===== config.mk =====
export PLATFORM = sky130hd
export DESIGN_NAME = timer_channel_mode_config
export DESIGN_NICKNAME = d
export VERILOG_FILES = /design/src/core/timer_cfg_pkg.sv /design/src/core/input_filter.sv /design/src/core/timer_channel_mode_config.sv
export SDC_FILE = /design/constraint.sdc
export NUM_CORES = 1
export LEC_CHECK = 0
export BUFFER_PORTS_ARGS = -buffer_cell sky130_fd_sc_hd__buf_2
export CAP_MARGIN = 40
export CORE_MARGIN = 2
export CORE_UTILIZATION = 50
export DETAILED_ROUTE_END_ITERATION = 16
export GPL_TIMING_DRIVEN = 0
export PLACE_DENSITY = 0.74
export RECOVER_POWER = 50
export SKIP_CTS_REPAIR_TIMING = 1
export SKIP_LAST_GASP = 1
export SLEW_MARGIN = 20
export SYNTH_ARGS = -nofsm -noshare
export SYNTH_HDL_FRONTEND = slang
export SYNTH_HIERARCHICAL = 1
export SYNTH_SLANG_ARGS = --single-unit

===== constraint.sdc =====
create_clock -name i_clk -period 4.2 [get_ports i_clk]
set_clock_uncertainty 0.1 [all_clocks]
set_input_delay 0.84 -clock i_clk [delete_from_list [all_inputs] [get_ports i_clk]]
set_output_delay 0.84 -clock i_clk [all_outputs]
set_load 0.01 [all_outputs]

===== src/core/timer_cfg_pkg.sv =====
// Package: register map, field layout and filter tables of the channel-mode block
package timer_cfg_pkg;
  localparam int ADDR_W = 4;
  localparam int DATA_W = 16;
  localparam int TRIG_W = 3;
  localparam int NCH = 3;
  localparam logic [ADDR_W-1:0] OFF_CM1 = 4'h0;
  localparam logic [ADDR_W-1:0] OFF_CM2 = 4'h1;
  localparam logic [ADDR_W-1:0] OFF_CHEN = 4'h2;
  localparam logic [ADDR_W-1:0] OFF_TRIG = 4'h3;
  localparam logic [DATA_W-1:0] REG_RESET = 16'h0000;
  // Channel indices inside per-channel vectors
  localparam int CH1 = 0;
  localparam int CH3 = 1;
  localparam int CH4 = 2;
  // Enable bit positions in the channel enable register
  localparam int CH1_EN_BIT = 0;
  localparam int CH3_EN_BIT = 8;
  localparam int CH4_EN_BIT = 12;
  // Second channel-mode register fields, and the channel 1 direction field of the first
  localparam int CH3_DIR_LO = 0;
  localparam int CH3_OIEN = 2;
  localparam int CH3_OBEN = 3;
  localparam int CH3_OCTRL_LO = 4;
  localparam int CH3_OSEN = 7;
  localparam int CH3_DIV_LO = 2;
  localparam int CH3_DF_LO = 4;
  localparam int CH4_DIR_LO = 8;
  localparam int CH4_OIEN = 10;
  localparam int CH4_OBEN = 11;
  localparam int CH4_OCTRL_LO = 12;
  localparam int CH4_OSEN = 15;
  localparam int CH4_DIV_LO = 10;
  localparam int CH4_DF_LO = 12;
  localparam int CH1_DIR_LO = 0;
  // Slave trigger select codes up to this one pick internal triggers
  localparam logic [TRIG_W-1:0] TRIG_INTERNAL_MAX = 3'h3;
  typedef enum logic [1:0] {DIR_OUTPUT, DIR_OWN, DIR_PARTNER, DIR_TRIGGER} dir_t;
  // Filter sampling divisor and sample count, indexed by filter code
  localparam logic [5:0] FILT_DIV [16] = '{6'h01, 6'h01, 6'h01, 6'h01, 6'h02, 6'h02,
    6'h04, 6'h04, 6'h08, 6'h08, 6'h10, 6'h10, 6'h10, 6'h20, 6'h20, 6'h20};
  localparam logic [3:0] FILT_N [16] = '{4'h1, 4'h2, 4'h4, 4'h8, 4'h6, 4'h8, 4'h6, 4'h8,
    4'h6, 4'h8, 4'h5, 4'h6, 4'h8, 4'h5, 4'h6, 4'h8};
  localparam logic [3:0] FILT_CNT_ONE = 4'h1;
  localparam logic [5:0] PRE_ONE = 6'h01;
  localparam logic [2:0] DIV_CNT_ONE = 3'h1;
endpackage


===== src/core/input_filter.sv =====
// Digital input filter: samples at a divided rate, passes an edge after N agreeing samples
`timescale 1ns/100ps
module input_filter
  import timer_cfg_pkg::*;
(
  input wire logic i_clk,
  input wire logic i_rst,
  input wire logic i_in,
  input wire logic [3:0] i_code,
  output logic o_out
);
  logic [5:0] pre;
  logic [3:0] agree;
  logic tick;

  assign tick = (pre >= FILT_DIV[i_code] - PRE_ONE);

  always_ff @(posedge i_clk or posedge i_rst) begin
    if (i_rst) begin
      pre <= 6'h00;
    end else if (tick) begin
      pre <= 6'h00;
    end else begin
      pre <= pre + PRE_ONE;
    end
  end

  // Output flips only once N consecutive samples disagree with it
  always_ff @(posedge i_clk or posedge i_rst) begin
    if (i_rst) begin
      agree <= 4'h0;
      o_out <= 1'b0;
    end else if (tick) begin
      if (i_in == o_out) begin
        agree <= 4'h0;
      end else if (agree + FILT_CNT_ONE >= FILT_N[i_code]) begin
        agree <= 4'h0;
        o_out <= i_in;
      end else begin
        agree <= agree + FILT_CNT_ONE;
      end
    end
  end
endmodule


===== src/core/timer_channel_mode_config.sv =====
// Channel-mode configuration, input routing and capture divider for channels 1, 3 and 4
//
// Overview of operation
// - Channel 1 field: output, own, ch2, trigger
// - Direction fields locked while channel enabled
// - Code 11 needs internal trigger source selected
// - Bits 1:0 select channel 3 direction
// - Bits 9:8 select channel 4 direction
// - Output layout bits 15:10 are channel 4
// - Output layout bits 7:2 are channel 3
// - Input layout: ch4 filter 15:12, divider 11:10
// - Input layout: ch3 filter 7:4, divider 3:2
// - Filter passes edge after N agreeing samples
// - Divider captures every 1, 2, 4, 8 edges
// - Divider count cleared while channel disabled
//
// Decided for this implementation: the address map and the strobed register port.
`timescale 1ns/100ps
module timer_channel_mode_config
  import timer_cfg_pkg::*;
(
  input wire logic i_clk,
  input wire logic i_rst,
  input wire logic [ADDR_W-1:0] i_addr,
  input wire logic [DATA_W-1:0] i_wdata,
  input wire logic i_wr,
  input wire logic i_rd,
  output logic [DATA_W-1:0] o_rdata,
  input wire logic i_ch1_filtered_to_ch1,
  input wire logic i_ch2_filtered_to_ch1,
  input wire logic i_ch3_raw,
  input wire logic i_ch4_raw,
  input wire logic i_internal_trigger_input,
  output logic [NCH-1:0] o_capture_input,
  output logic [NCH-1:0] o_capture,
  output logic [NCH-1:0] o_is_output,
  output logic o_ch3_output_switch_en,
  output logic [2:0] o_ch3_output_control,
  output logic o_ch3_output_buffer_en,
  output logic o_ch3_output_immediate_en,
  output logic o_ch4_output_switch_en,
  output logic [2:0] o_ch4_output_control,
  output logic o_ch4_output_buffer_en,
  output logic o_ch4_output_immediate_en
);
  // ----------------------------------------
  // Registers
  // ----------------------------------------
  logic [1:0] ch1_direction_select;
  logic [DATA_W-1:0] channel_mode_ch3_ch4;
  logic [NCH-1:0] enable_bits;
  logic [TRIG_W-1:0] slave_trigger_select;
  logic ch3_filtered_to_ch3;
  logic ch4_filtered_to_ch4;
  logic trig_ok;
  logic [NCH-1:0] sel;
  logic [NCH-1:0] rise;
  dir_t dir [NCH];
  logic [1:0] div_code [NCH];
  logic [2:0] div_cnt [NCH];
  logic [DATA_W-1:0] chen_word;
  logic wr_cm1;
  logic wr_cm2;

  assign wr_cm1 = i_wr && i_addr == OFF_CM1;
  assign wr_cm2 = i_wr && i_addr == OFF_CM2;

  function automatic logic route(input dir_t d, input logic own, input logic partner,
                                 input logic trig, input logic ok);
    logic r;
    r = 1'b0;
    unique case (d)
      DIR_OUTPUT: r = 1'b0;
      DIR_OWN: r = own;
      DIR_PARTNER: r = partner;
      DIR_TRIGGER: r = trig && ok;
    endcase
    return r;
  endfunction

  function automatic logic [2:0] div_limit(input logic [1:0] code);
    return 3'((4'h1 << code) - 4'h1);
  endfunction

  // Direction bits accepted only while that channel is disabled
  always_ff @(posedge i_clk or posedge i_rst) begin
    if (i_rst) begin
      ch1_direction_select <= 2'h0;
    end else if (wr_cm1 && !enable_bits[CH1]) begin
      ch1_direction_select <= i_wdata[CH1_DIR_LO +: 2];
    end
  end

  // Other fields always writable; the same bits serve both layouts
  always_ff @(posedge i_clk or posedge i_rst) begin
    if (i_rst) begin
      channel_mode_ch3_ch4 <= REG_RESET;
    end else if (wr_cm2) begin
      channel_mode_ch3_ch4[DATA_W-1:CH4_DIR_LO+2] <= i_wdata[DATA_W-1:CH4_DIR_LO+2];
      channel_mode_ch3_ch4[CH4_DIR_LO-1:CH3_DIR_LO+2] <= i_wdata[CH4_DIR_LO-1:CH3_DIR_LO+2];
      if (!enable_bits[CH4]) begin
        channel_mode_ch3_ch4[CH4_DIR_LO +: 2] <= i_wdata[CH4_DIR_LO +: 2];
      end
      if (!enable_bits[CH3]) begin
        channel_mode_ch3_ch4[CH3_DIR_LO +: 2] <= i_wdata[CH3_DIR_LO +: 2];
      end
    end
  end

  always_ff @(posedge i_clk or posedge i_rst) begin
    if (i_rst) begin
      enable_bits <= '0;
      slave_trigger_select <= '0;
    end else if (i_wr && i_addr == OFF_CHEN) begin
      enable_bits <= {i_wdata[CH4_EN_BIT], i_wdata[CH3_EN_BIT], i_wdata[CH1_EN_BIT]};
    end else if (i_wr && i_addr == OFF_TRIG) begin
      slave_trigger_select <= i_wdata[TRIG_W-1:0];
    end
  end

  always_comb begin
    chen_word = REG_RESET;
    chen_word[CH1_EN_BIT] = enable_bits[CH1];
    chen_word[CH3_EN_BIT] = enable_bits[CH3];
    chen_word[CH4_EN_BIT] = enable_bits[CH4];
  end

  // Data stand only in the cycle after the read strobe
  always_ff @(posedge i_clk or posedge i_rst) begin
    if (i_rst) begin
      o_rdata <= REG_RESET;
    end else if (i_rd) begin
      unique case (i_addr)
        OFF_CM1: o_rdata <= {{(DATA_W-2){1'b0}}, ch1_direction_select};
        OFF_CM2: o_rdata <= channel_mode_ch3_ch4;
        OFF_CHEN: o_rdata <= chen_word;
        OFF_TRIG: o_rdata <= {{(DATA_W-TRIG_W){1'b0}}, slave_trigger_select};
        default: o_rdata <= REG_RESET;
      endcase
    end else begin
      o_rdata <= REG_RESET;
    end
  end

  // ----------------------------------------
  // Filters and routing
  // ----------------------------------------
  assign dir[CH1] = dir_t'(ch1_direction_select);
  assign dir[CH3] = dir_t'(channel_mode_ch3_ch4[CH3_DIR_LO +: 2]);
  assign dir[CH4] = dir_t'(channel_mode_ch3_ch4[CH4_DIR_LO +: 2]);
  // No divider field for channel 1 here, so it captures every edge
  assign div_code[CH1] = 2'h0;
  assign div_code[CH3] = channel_mode_ch3_ch4[CH3_DIV_LO +: 2];
  assign div_code[CH4] = channel_mode_ch3_ch4[CH4_DIV_LO +: 2];
  // Trigger routing is dead unless an internal source is chosen first
  assign trig_ok = slave_trigger_select <= TRIG_INTERNAL_MAX;

  input_filter ch3_filter (
    .i_clk(i_clk),
    .i_rst(i_rst),
    .i_in(i_ch3_raw),
    .i_code(dir[CH3] == DIR_OUTPUT ? 4'h0 : channel_mode_ch3_ch4[CH3_DF_LO +: 4]),
    .o_out(ch3_filtered_to_ch3)
  );

  input_filter ch4_filter (
    .i_clk(i_clk),
    .i_rst(i_rst),
    .i_in(i_ch4_raw),
    .i_code(dir[CH4] == DIR_OUTPUT ? 4'h0 : channel_mode_ch3_ch4[CH4_DF_LO +: 4]),
    .o_out(ch4_filtered_to_ch4)
  );

  always_comb begin
    sel[CH1] = route(dir[CH1], i_ch1_filtered_to_ch1, i_ch2_filtered_to_ch1,
                     i_internal_trigger_input, trig_ok);
    sel[CH3] = route(dir[CH3], ch3_filtered_to_ch3, ch4_filtered_to_ch4,
                     i_internal_trigger_input, trig_ok);
    sel[CH4] = route(dir[CH4], ch4_filtered_to_ch4, ch3_filtered_to_ch3,
                     i_internal_trigger_input, trig_ok);
  end

  assign rise = sel & ~o_capture_input;

  always_ff @(posedge i_clk or posedge i_rst) begin
    if (i_rst) begin
      o_capture_input <= '0;
      o_is_output <= '0;
    end else begin
      o_capture_input <= sel;
      for (int i = 0; i < NCH; i++) begin
        o_is_output[i] <= dir[i] == DIR_OUTPUT;
      end
    end
  end

  // ----------------------------------------
  // Capture divider
  // ----------------------------------------
  // Rising edge is the active edge; polarity lives outside this block
  always_ff @(posedge i_clk or posedge i_rst) begin
    if (i_rst) begin
      o_capture <= '0;
      for (int i = 0; i < NCH; i++) begin
        div_cnt[i] <= 3'h0;
      end
    end else begin
      for (int i = 0; i < NCH; i++) begin
        if (!enable_bits[i] || dir[i] == DIR_OUTPUT) begin
          div_cnt[i] <= 3'h0;
          o_capture[i] <= 1'b0;
        end else if (rise[i] && div_cnt[i] >= div_limit(div_code[i])) begin
          div_cnt[i] <= 3'h0;
          o_capture[i] <= 1'b1;
        end else if (rise[i]) begin
          div_cnt[i] <= div_cnt[i] + DIV_CNT_ONE;
          o_capture[i] <= 1'b0;
        end else begin
          o_capture[i] <= 1'b0;
        end
      end
    end
  end

  // ----------------------------------------
  // Output-compare view
  // ----------------------------------------
  // Held at zero in input layout so the compare logic never sees filter codes
  always_ff @(posedge i_clk or posedge i_rst) begin
    if (i_rst) begin
      o_ch3_output_switch_en <= 1'b0;
      o_ch3_output_control <= 3'h0;
      o_ch3_output_buffer_en <= 1'b0;
      o_ch3_output_immediate_en <= 1'b0;
    end else begin
      o_ch3_output_switch_en <= dir[CH3] == DIR_OUTPUT && channel_mode_ch3_ch4[CH3_OSEN];
      o_ch3_output_control <= dir[CH3] == DIR_OUTPUT ?
        channel_mode_ch3_ch4[CH3_OCTRL_LO +: 3] : 3'h0;
      o_ch3_output_buffer_en <= dir[CH3] == DIR_OUTPUT && channel_mode_ch3_ch4[CH3_OBEN];
      o_ch3_output_immediate_en <= dir[CH3] == DIR_OUTPUT && channel_mode_ch3_ch4[CH3_OIEN];
    end
  end

  always_ff @(posedge i_clk or posedge i_rst) begin
    if (i_rst) begin
      o_ch4_output_switch_en <= 1'b0;
      o_ch4_output_control <= 3'h0;
      o_ch4_output_buffer_en <= 1'b0;
      o_ch4_output_immediate_en <= 1'b0;
    end else begin
      o_ch4_output_switch_en <= dir[CH4] == DIR_OUTPUT && channel_mode_ch3_ch4[CH4_OSEN];
      o_ch4_output_control <= dir[CH4] == DIR_OUTPUT ?
        channel_mode_ch3_ch4[CH4_OCTRL_LO +: 3] : 3'h0;
      o_ch4_output_buffer_en <= dir[CH4] == DIR_OUTPUT && channel_mode_ch3_ch4[CH4_OBEN];
      o_ch4_output_immediate_en <= dir[CH4] == DIR_OUTPUT && channel_mode_ch3_ch4[CH4_OIEN];
    end
  end
endmodule


# After elaboration in Yosys (flattened, before gate mapping)
# Memory sizes are Yosys's and may differ from the RTL's.
# Cells that the tools add are included.
totals:
  in_bits: 29
  regBits: 92
  mem_bits_ro: 320
  out_inout_bits: 37
  memories: 4
mem_list:
  columns: ["memory", "words", "width", "rd", "rd_clocked_by_memory_dff", "wr", "line_no", "rtl"]
  rows:
  - ["(name not given)", 16, 6, 1, 0, 0, "input_filter.sv:16", "assign tick = (pre >= FILT_DIV[i_code] - PRE_ONE);"]
  - ["(name not given)", 16, 6, 1, 0, 0, "input_filter.sv:16", null]
  - ["(name not given)", 16, 4, 1, 0, 0, "input_filter.sv:36", "end else if (agree + FILT_CNT_ONE >= FILT_N[i_code]) begin"]
  - ["(name not given)", 16, 4, 1, 0, 0, "input_filter.sv:36", null]
op_classes:
  n_reduce_logical: 33
  addsub: 11
  eq_ne: 14
  n_bitwise: 9
  order_cmp: 10
  shift: 2
  n_mux: 38
op_table:
  columns: ["cell", "count"]
  rows:
  - ["case mux 16 bit (4 select lines)", 1]
  - ["2-to-1 mux 4 bit", 10]
  - ["2-to-1 mux 6 bit", 6]
  - ["2-to-1 mux 3 bit", 11]
  - ["2-to-1 mux 16 bit", 1]
  - ["logical AND 1 bit", 15]
  - ["adder 6 x 1 -> 6 bit (second input constant)", 2]
  - ["== test 2 bit (second input constant)", 6]
  - [">= comparator 6 bit", 2]
  - ["case mux 1 bit (4 select lines)", 3]
  - ["subtractor 6 x 1 -> 6 bit (second input constant)", 2]
  - [">= comparator 5 bit (second input constant)", 2]
  - ["NOT 4 -> 5 bit", 2]
  - ["adder 3 x 1 -> 3 bit (second input constant)", 3]
  - ["nonzero test 3 bit", 3]
  - ["adder 4 x 1 -> 4 bit (second input constant)", 2]
  - ["== test 4 x 2 -> 1 bit (second input constant)", 2]
  - [">= comparator 4 bit", 2]
  - ["== test 2 x 1 -> 1 bit (second input constant)", 3]
  - [">= comparator 3 bit", 2]
  - ["zero test 2 bit", 3]
  - ["2-to-1 mux 1 bit", 6]
  - ["AND reduction 2 bit", 3]
  - ["AND reduction 3 bit", 2]
  - ["other kinds (12)", 23]

# Longest topological paths before layout
# Gate-level depths: netlist of the first run.
logic_depth:
  ltp_word: 9
  ltp_mapped: 18
  depth_no_buf: 14

# Modules after synthesis
# The synthesis of the first run kept the hierarchy.
modules_own_cells:
  columns: ["mod", "seq_area_each_um2", "n_inst", "cells_each", "area_each_um2"]
  rows:
  - ["timer_channel_mode_config", 1676.6, 1, 226, 2807.7]
  - ["input_filter (ch3_filter)", 275.3, 1, 111, 1013.5]
  - ["input_filter (ch4_filter)", 275.3, 1, 111, 1009.7]

# Least setup slack after synthesis of the first run
# Ideal clock, no wire load.
synth_timing:
  kind: "reg-to-reg"
  start: "register channel_mode_ch3_ch4[9]"
  end: "register ch4_filter.o_out"
  setup_time_ns: 0.127
  t_arrival_ns: 3.121
  stages_incl_launch_ff: 16
  path_slack_ns: 0.851
  cell_sequence: "dfrtp_1 buf_2 nor2_1 clkbuf_1 nor2b_1 clkbuf_1 or2_2 ha_1 or3_1 a21oi_1 a31oi_1 ha_1 a41oi_1 o22ai_2 nand2_1 mux2_1"
synth_between:
  elab_chain_cells: 9
  word_cells_on_any_way: 13
  classes_between: "add/sub (1); order compare (2); mux (5); bitwise (1); reduce/logical (2); memory (2)"
synth_lines:
  columns: ["item", "line_no", "rtl"]
  rows:
  - ["start: declaration", "timer_channel_mode_config.sv:50", "logic [DATA_W-1:0] channel_mode_ch3_ch4;"]
  - ["start signal: indexed assignment", "timer_channel_mode_config.sv:99", "channel_mode_ch3_ch4[DATA_W-1:CH4_DIR_LO+2] <= i_wdata[DATA_W-1:CH4_DIR_LO+2];"]
  - ["start signal: indexed assignment", "timer_channel_mode_config.sv:100", "channel_mode_ch3_ch4[CH4_DIR_LO-1:CH3_DIR_LO+2] <= i_wdata[CH4_DIR_LO-1:CH3_DIR_LO+2];"]
  - ["start signal: indexed assignment", "timer_channel_mode_config.sv:102", "channel_mode_ch3_ch4[CH4_DIR_LO +: 2] <= i_wdata[CH4_DIR_LO +: 2];"]
  - ["zero test 2 bit (*)", "timer_channel_mode_config.sv:170", ".i_code(dir[CH4] == DIR_OUTPUT ? 4'h0 : channel_mode_ch3_ch4[CH4_DF_LO +: 4]),"]
  - ["2-to-1 mux 4 bit (*)", "timer_channel_mode_config.sv:170", null]
  - ["NOT 4 -> 5 bit (not written as such) (*)", "input_filter.sv:16, input_filter.sv:36", null]
  - ["memory read (16 x 6 bit)", null, null]
  - ["2-to-1 mux 6 bit (not written as such) (2 in series)", "input_filter.sv:16", null]
  - ["subtractor 6 x 1 -> 6 bit", "input_filter.sv:16", null]
  - [">= comparator 6 bit", "input_filter.sv:16", null]
  - ["AND reduction 3 bit (no source line) (*)", null, null]
  - ["end signal: assignment", "input_filter.sv:38", "o_out <= i_in;"]
  - ["end: declaration", "input_filter.sv:10", "output logic o_out"]
# Every way passes the cells marked *; elsewhere a longest branch is shown, timed or not. The select of a mux whose other input is x is not followed.
# A chain may end at the register's enable or synchronous reset.

# Final worst setup path of the first run
# Same ends and word-level chain as after synthesis.

==> metrics, run 1 <==
outcome=complete, but fails checks; failing checks=capacitance limit, slew limit; Leak=2.73 nW; gr ovfl total=0; Yosys top cell area share=46.1%; CORE AREA=9330 um^2; Critical Path Fanout Max=10; Cell Count, Final, Fillers Out=around 660; Mapped Nets=523; first-pass GRT wire length=16700 um; maximum VDD drop=~0.00023 V; Via density=5.37; DRC Markers=0; routing usage on met1=26.5%; measured slew at the worst slew-check pin=2.24 ns; Die H=102 um; Final Cycle Share=92.0%; TritonCTS sink count=89; Final min period=3.86 ns; Total Wirelength=9900 um; GRT Total Usage=20.6%; number of CTS-inserted buffers=9; async set-reset flop share out of synthesis=100%; Buffers on Ports=63; HPWL after DPL=7370 um; Final Net Count=598; crit path DAT=4.00 ns; Slowest-stage cell, CP=dfrtp_1; Wirelength per Cell=15.1 um; Critical Path Max Stage Delay=0.36 ns; synth warn=6; largest area contributor in the netlist=dfrtp_1; DRT Pass-1 Iters=4; Placed Cells=641; fraction of layout cells with a size suffix above 1=19.9%; largest net degree at the start of global routing=50; Worst setup SP type=register; max cap viols=1; Total Neg Setup Slack=0 ns; area delta synth->final=14.3%; Crit path required time=4.34 ns; GP Congestion=just over 0.8; RSZ-0062 raised after global routing=false; WP buf/inv=3; vias in the first global route=roughly 3600; largest cells by area after synthesis=dfrtp_1, ha_1, mux2_1, and2_1, nor2_1; Fmax=0.259 GHz; CP delay by family, top=simple AND/OR/NAND/NOR gates; kind of critical path=reg -> reg; ANT cells=0; slew margin rel.=-49.4%; via count=3526; worst hold path class=reg -> reg; M3 GR Usage=4.10%; post-layout util=roughly 60%; Most used DFF post-synth=dfrtp_1; Top Ports=between 60 and 70; Iteration-0 DRC Markers=163; CTS tree=built; EDFF count, synth=0; CTS Buffer Depth=2; starting density of the core=between 50% and 60%; clk_lat worst skew=0.36 ns; Fin. Hold Viols=0; die area=10500 um^2; htree depth=3; Max Slew Vio Count=50; Rows=35; count of unique library cells instantiated by Yosys=between 50 and 60; Synth Area per Inst=10.8 um^2; met2 usage in global routing=between 30% and 40%; grt peak-use layer=met2; Cell Pwr Density=579 nW/um^2; Synth Register Bits=89; CP Cell Sequence=buf_2 > nor2_1 > clkbuf_1 > nor2b_1 > clkbuf_1 > or2_2 > ha_1 > or3_1 > a21oi_1 > a31oi_1 > ha_1 > a41oi_1 > o22ai_2 > nand2_1 > mux2_1; antenna-violating nets left=0; commonest cells in the netlist=dfrtp_1, ha_1, nor2_1; root buf cell=clkbuf_8; die extent in x=slightly above 100 um; clock transition at the registers of the reported paths=around 0.1 ns; mapped cell area=4830 um^2; Final setup viols=0; most numerous cell in the Yosys netlist=dfrtp_1; Setup crit end kind=register; Seq/Total Area, Yosys=46.1%; initial antenna violation count=0; post-synthesis instance total=448
-- sequential cells by signal, indices dropped and copies added, names as in the netlist, 2 cells and up --
register	count
ch1_direction_select	2
ch3_filter/agree	4
ch3_filter/pre	6
ch4_filter/agree	4
ch4_filter/pre	6
channel_mode_ch3_ch4	16
div_cnt	6
enable_bits	3
o_capture	3
o_capture_input	3
o_ch3_output_control	3
o_ch4_output_control	3
o_is_output	3
o_rdata	16
slave_trigger_select	3
-- where the power goes --
part | switching, mW | internal, mW | leakage [nW] | total, mW
clock | 0.325 | 0.299 | 0.108 | 0.624
sequential | 0.154 | 1.03 | 1.17 | 1.18
combinational | 0.783 | 0.610 | 1.45 | 1.39
total | 1.26 | 1.94 | 2.73 | 3.20
-- cell usage in the layout, fill, tap and decap left out, types with 3 or more instances in the layout --
| cell | instances |
|---|---|
| ha_1 | 46 |
| or2_2 | 4 |
| xnor2_1 | 6 |
| a21oi_1 | 15 |
| dfrtp_1 | 89 |
| nor3b_1 | 3 |
| xor2_1 | 12 |
| clkbuf_8 | 10 |
| mux2i_1 | 5 |
| nand3_1 | 13 |
| and3_1 | 6 |
| o21ai_0 | 25 |
| mux2_2 | 5 |
| a31oi_1 | 5 |
| inv_6 | 4 |
| or3_1 | 4 |
| buf_2 | 65 |
| nor3_1 | 5 |
| o31ai_1 | 4 |
| nor2_1 | 33 |
| o2bb2ai_1 | 4 |
| nand2_1 | 25 |
| nand2b_1 | 5 |
| and2_1 | 19 |
| nor2b_1 | 14 |
| inv_1 | 22 |
| a211oi_1 | 3 |
| mux2_1 | 23 |
| clkbuf_1 | 9 |
-- kinds of logic (layout without fill, tap and decap cells) --
| group | after synthesis | in the layout | share of synthesized area, % |
|---|---|---|---|
| flip-flops | 89 | 89 | 46.1 |
| AO/OA/AOI/OAI | 80 | 80 | 11.2 |
| AND/OR/NAND/NOR | 144 | 144 | 16.1 |
| multiplexers | 34 | 34 | 8.03 |
| buffers and inverters | 37 | 117 | 3.39 |
| adder cells (fa/ha/maj) | 46 | 46 | 11.9 |
| XOR/XNOR | 18 | 18 | 3.26 |
-- final timing paths --
| kind | startpoint | endpoint | slack, ns | depth (start not counted) |
|---|---|---|---|---|
| max | channel_mode_ch3_ch4[9] | ch4_filter/o_out | 0.34 | 15 |
| min | ch3_filter/pre[0] | ch3_filter/pre[0] | 0.40 | 1 |
| max reg2reg | channel_mode_ch3_ch4[9] | ch4_filter/o_out | 0.34 | 15 |
| min reg2reg | ch3_filter/pre[0] | ch3_filter/pre[0] | 0.40 | 1 |
| max in group asynchronous | i_rst | channel_mode_ch3_ch4[0] | 0.68 | 3 |
| min in group asynchronous | i_rst | ch4_filter/pre[2] | 0.41 | 2 |
-- through the flow --
stage	setup slack, ns	power [mW]	area, um^2	hold slack [ns]
after detailed placement	0.436	2.59	5340	0.394
after global placement	0.495	2.51	5310	0.377
after CTS	0.386	3.22	5550	0.347
final	0.337	3.20	5520	0.402
after global routing	0.0394	3.46	5520	0.430
after floorplan	0.851	2.23	4830	0.349
-- worst reg2reg max path: cells and delay by family, from the launching register on --
family	cells	cell delay, ns
AO/OA/AOI/OAI	4	0.61
AND/OR/NAND/NOR	5	1.07
flip-flops	1	0.36
multiplexers	1	0.33
buffers and inverters	3	0.76
adder cells (fa/ha/maj)	2	0.53
-- cell type report --
cell class,count,area (um^2)
multi-input combinational,322,2440
sequential,89,2230
clock buffer,10,138
clock inverter,6,70.1
fill,785,3800
timing repair buffer,64,323
buffer,14,76.3
tap,129,161
inverter,23,87.6
-- layer usage --
metal | routed length (um) | share of wire (%) | up-vias
met5 | 0 | 0 | -
met4 | 175 | 1.8 | 0
met3 | 435 | 4.4 | 16
met2 | 4810 | 49 | 90
met1 | 4480 | 45 | 1708
li1 | - | - | 1712
Note: power is estimated with default switching activity, not from simulation.
==> run 2: changes to the inputs <==
--- a/config.mk
+++ b/config.mk
@@ -8,10 +8,10 @@
 export BUFFER_PORTS_ARGS = -buffer_cell sky130_fd_sc_hd__buf_2
 export CAP_MARGIN = 40
 export CORE_MARGIN = 2
-export CORE_UTILIZATION = 50
+export CORE_UTILIZATION = 55
 export DETAILED_ROUTE_END_ITERATION = 16
 export GPL_TIMING_DRIVEN = 0
-export PLACE_DENSITY = 0.74
+export PLACE_DENSITY = 0.8
 export RECOVER_POWER = 50
 export SKIP_CTS_REPAIR_TIMING = 1
 export SKIP_LAST_GASP = 1
==> metrics, run 2 (same netlist as run 1, synthesis figures left out) <==
HPWL after DPL=7490 um (+1.6%); gr ovfl total=0 (unchanged); Final min period=3.93 ns (+0.0648 ns); CP delay by family, top=simple AND/OR/NAND/NOR gates; Critical Path Fanout Max=10 (unchanged); Top Ports=66 (unchanged); Max Slew Vio Count=54 (+8.0%); Cell Pwr Density=583 nW/um^2 (+0.76%); CP Cell Sequence=buf_2 > nor2_1 > clkbuf_1 > nor2b_1 > clkbuf_1 > or2_2 > ha_1 > or3_1 > a21oi_1 > a31oi_1 > ha_1 > a211oi_1 > o22ai_2 > nand2_1 > mux2_1; Critical Path Max Stage Delay=0.37 ns (about the same); kind of critical path=reg -> reg; Overall Power=3.21 mW (+0.33%); WP buf/inv=3 (unchanged); max cap viols=1 (unchanged); outcome=complete, but fails checks; Fmax=0.255 GHz (-1.6%); crit path DAT=4.08 ns (+0.08 ns); slew margin rel.=-59.2% (-9.8 points); biggest regs=channel_mode_ch3_ch4: 16 flops, o_rdata: 16 flops; GRT Total Usage=21.5% (+0.93 points); largest net degree at the start of global routing=54 (+8.0%); multi-input logic area=2440 um^2 (unchanged); clock transition at the registers of the reported paths=0.09 ns (about the same); most frequent cells in the layout=dfrtp_1, buf_2, ha_1, nor2_1; Final Cycle Share=93.5% (+1.5 points); post-route cell area=5500 um^2 (-0.43%); Fin. Hold Viols=0 (unchanged); Worst setup SP type=register; Final Net Count=598 (unchanged); measured slew at the worst slew-check pin=2.39 ns (+0.147 ns); Total Neg Setup Slack=0 ns (unchanged); CTS Buffer Depth=2 (unchanged); starting density of the core=55.9% (+4.1 points); Via density=5.72 (+6.5%); fraction of layout cells with a size suffix above 1=20.1% (+0.19 points); antenna-violating nets left=0 (unchanged); failing checks=capacitance limit, slew limit; worst hold path class=in -> async; commonest non-fill, non-tap cell in the layout=dfrtp_1; Wirelength per Cell=15.6 um (+3.4%); Crit path required time=4.35 ns (about the same); first-pass GRT wire length=16700 um (-0.29%); dpl cell area=5310 um^2 (-0.49%); Setup crit end kind=register; post-layout util=63.7% (+4.5 points); Leak=2.73 nW (about the same); initial antenna violation count=0 (unchanged); Slowest-stage cell, CP=clkbuf_1; RSZ-0062 raised after global routing=false; htree depth=3 (unchanged); clk_lat worst skew=0.37 ns (about the same); Rows=34 (-2.9%); area delta synth->final=13.8%; Total Wirelength=9910 um (+0.11%); number of CTS-inserted buffers=9 (unchanged); Final setup viols=0 (unchanged); TritonCTS sink count=89 (unchanged); maximum VDD drop=0.000342 V (+52%); GP Congestion=0.847 (+3.8%); ANT cells=0 (unchanged); die extent in x=97.7 um (-4.5%); Die H=97.7 um (-4.5%); FILL cells=656 (-16%); FF/Latch Area=2230 um^2 (unchanged); Iteration-0 DRC Markers=167 (+2.5%); vias in the first global route=3560 (+0.11%); DRC Markers=0 (unchanged); die area=9550 um^2 (-8.7%); root buf cell=clkbuf_8; Buffers on Ports=63 (unchanged); CTS tree=built; via count=3635 (+3.1%); DRT Pass-1 Iters=4 (unchanged); CORE AREA=8640 um^2 (-7.4%)
[run 2: cell count changes in the layout (fill, tap and decap cells not counted)]
cell      change
and2_0        +3
clkbuf_8      -1
clkinv_4      +1
clkbuf_1      -1
and2_1        -3
clkinv_2      -1
inv_8         +1
buf_2         +1
[run 2: area by class of cell]
class	instances	area share (%)
timing repair buffer	64	5.87
tap	108	2.46
buffer	14	1.41
multi-input combinational	322	44.4
inverter	23	1.59
clock buffer	9	2.25
sequential	89	40.5
clock inverter	7	1.55
[run 2: where the power goes]
| part | switching [mW] | internal, mW | leakage [nW] |
|---|---|---|---|
| Sequential | 0.156 | 1.03 | 1.17 |
| Clock | 0.334 | 0.289 | 0.107 |
| Combinational | 0.789 | 0.612 | 1.45 |
[run 2: stage by stage]
step                      instances  worst slack (ns)  hold WS (ns)
after floorplan                 448             0.851         0.349
after global placement          619             0.468         0.382
after detailed placement        620             0.376         0.388
after CTS                       636             0.336         0.307
after global routing            636            0.0326         0.433
final                           636             0.272         0.393
[run 2: path summary, 6_finish.rpt]
path                                         startpoint            endpoint  slack (ns)  depth (start not counted)
worst max-delay path            channel_mode_ch3_ch4[9]    ch4_filter/o_out        0.27                         15
worst min-delay path                              i_rst   ch4_filter/pre[5]        0.39                          2
worst max register to register  channel_mode_ch3_ch4[9]    ch4_filter/o_out        0.27                         15
worst min register to register        ch4_filter/pre[0]   ch4_filter/pre[0]        0.40                          1
max in group asynchronous                         i_rst  o_capture_input[1]        0.70                          3
min in group i_clk                    ch4_filter/pre[0]   ch4_filter/pre[0]        0.40                          1
[run 2: per-layer routing]
metal  GRT usage [%]  wire length (um)  vias to the layer above
met5               0                 0                        -
met4            9.19               172                        0
met3            3.45               398                       18
met2            35.8              5040                       86
met1            28.2              4300                     1809
li1                -                 -                     1722
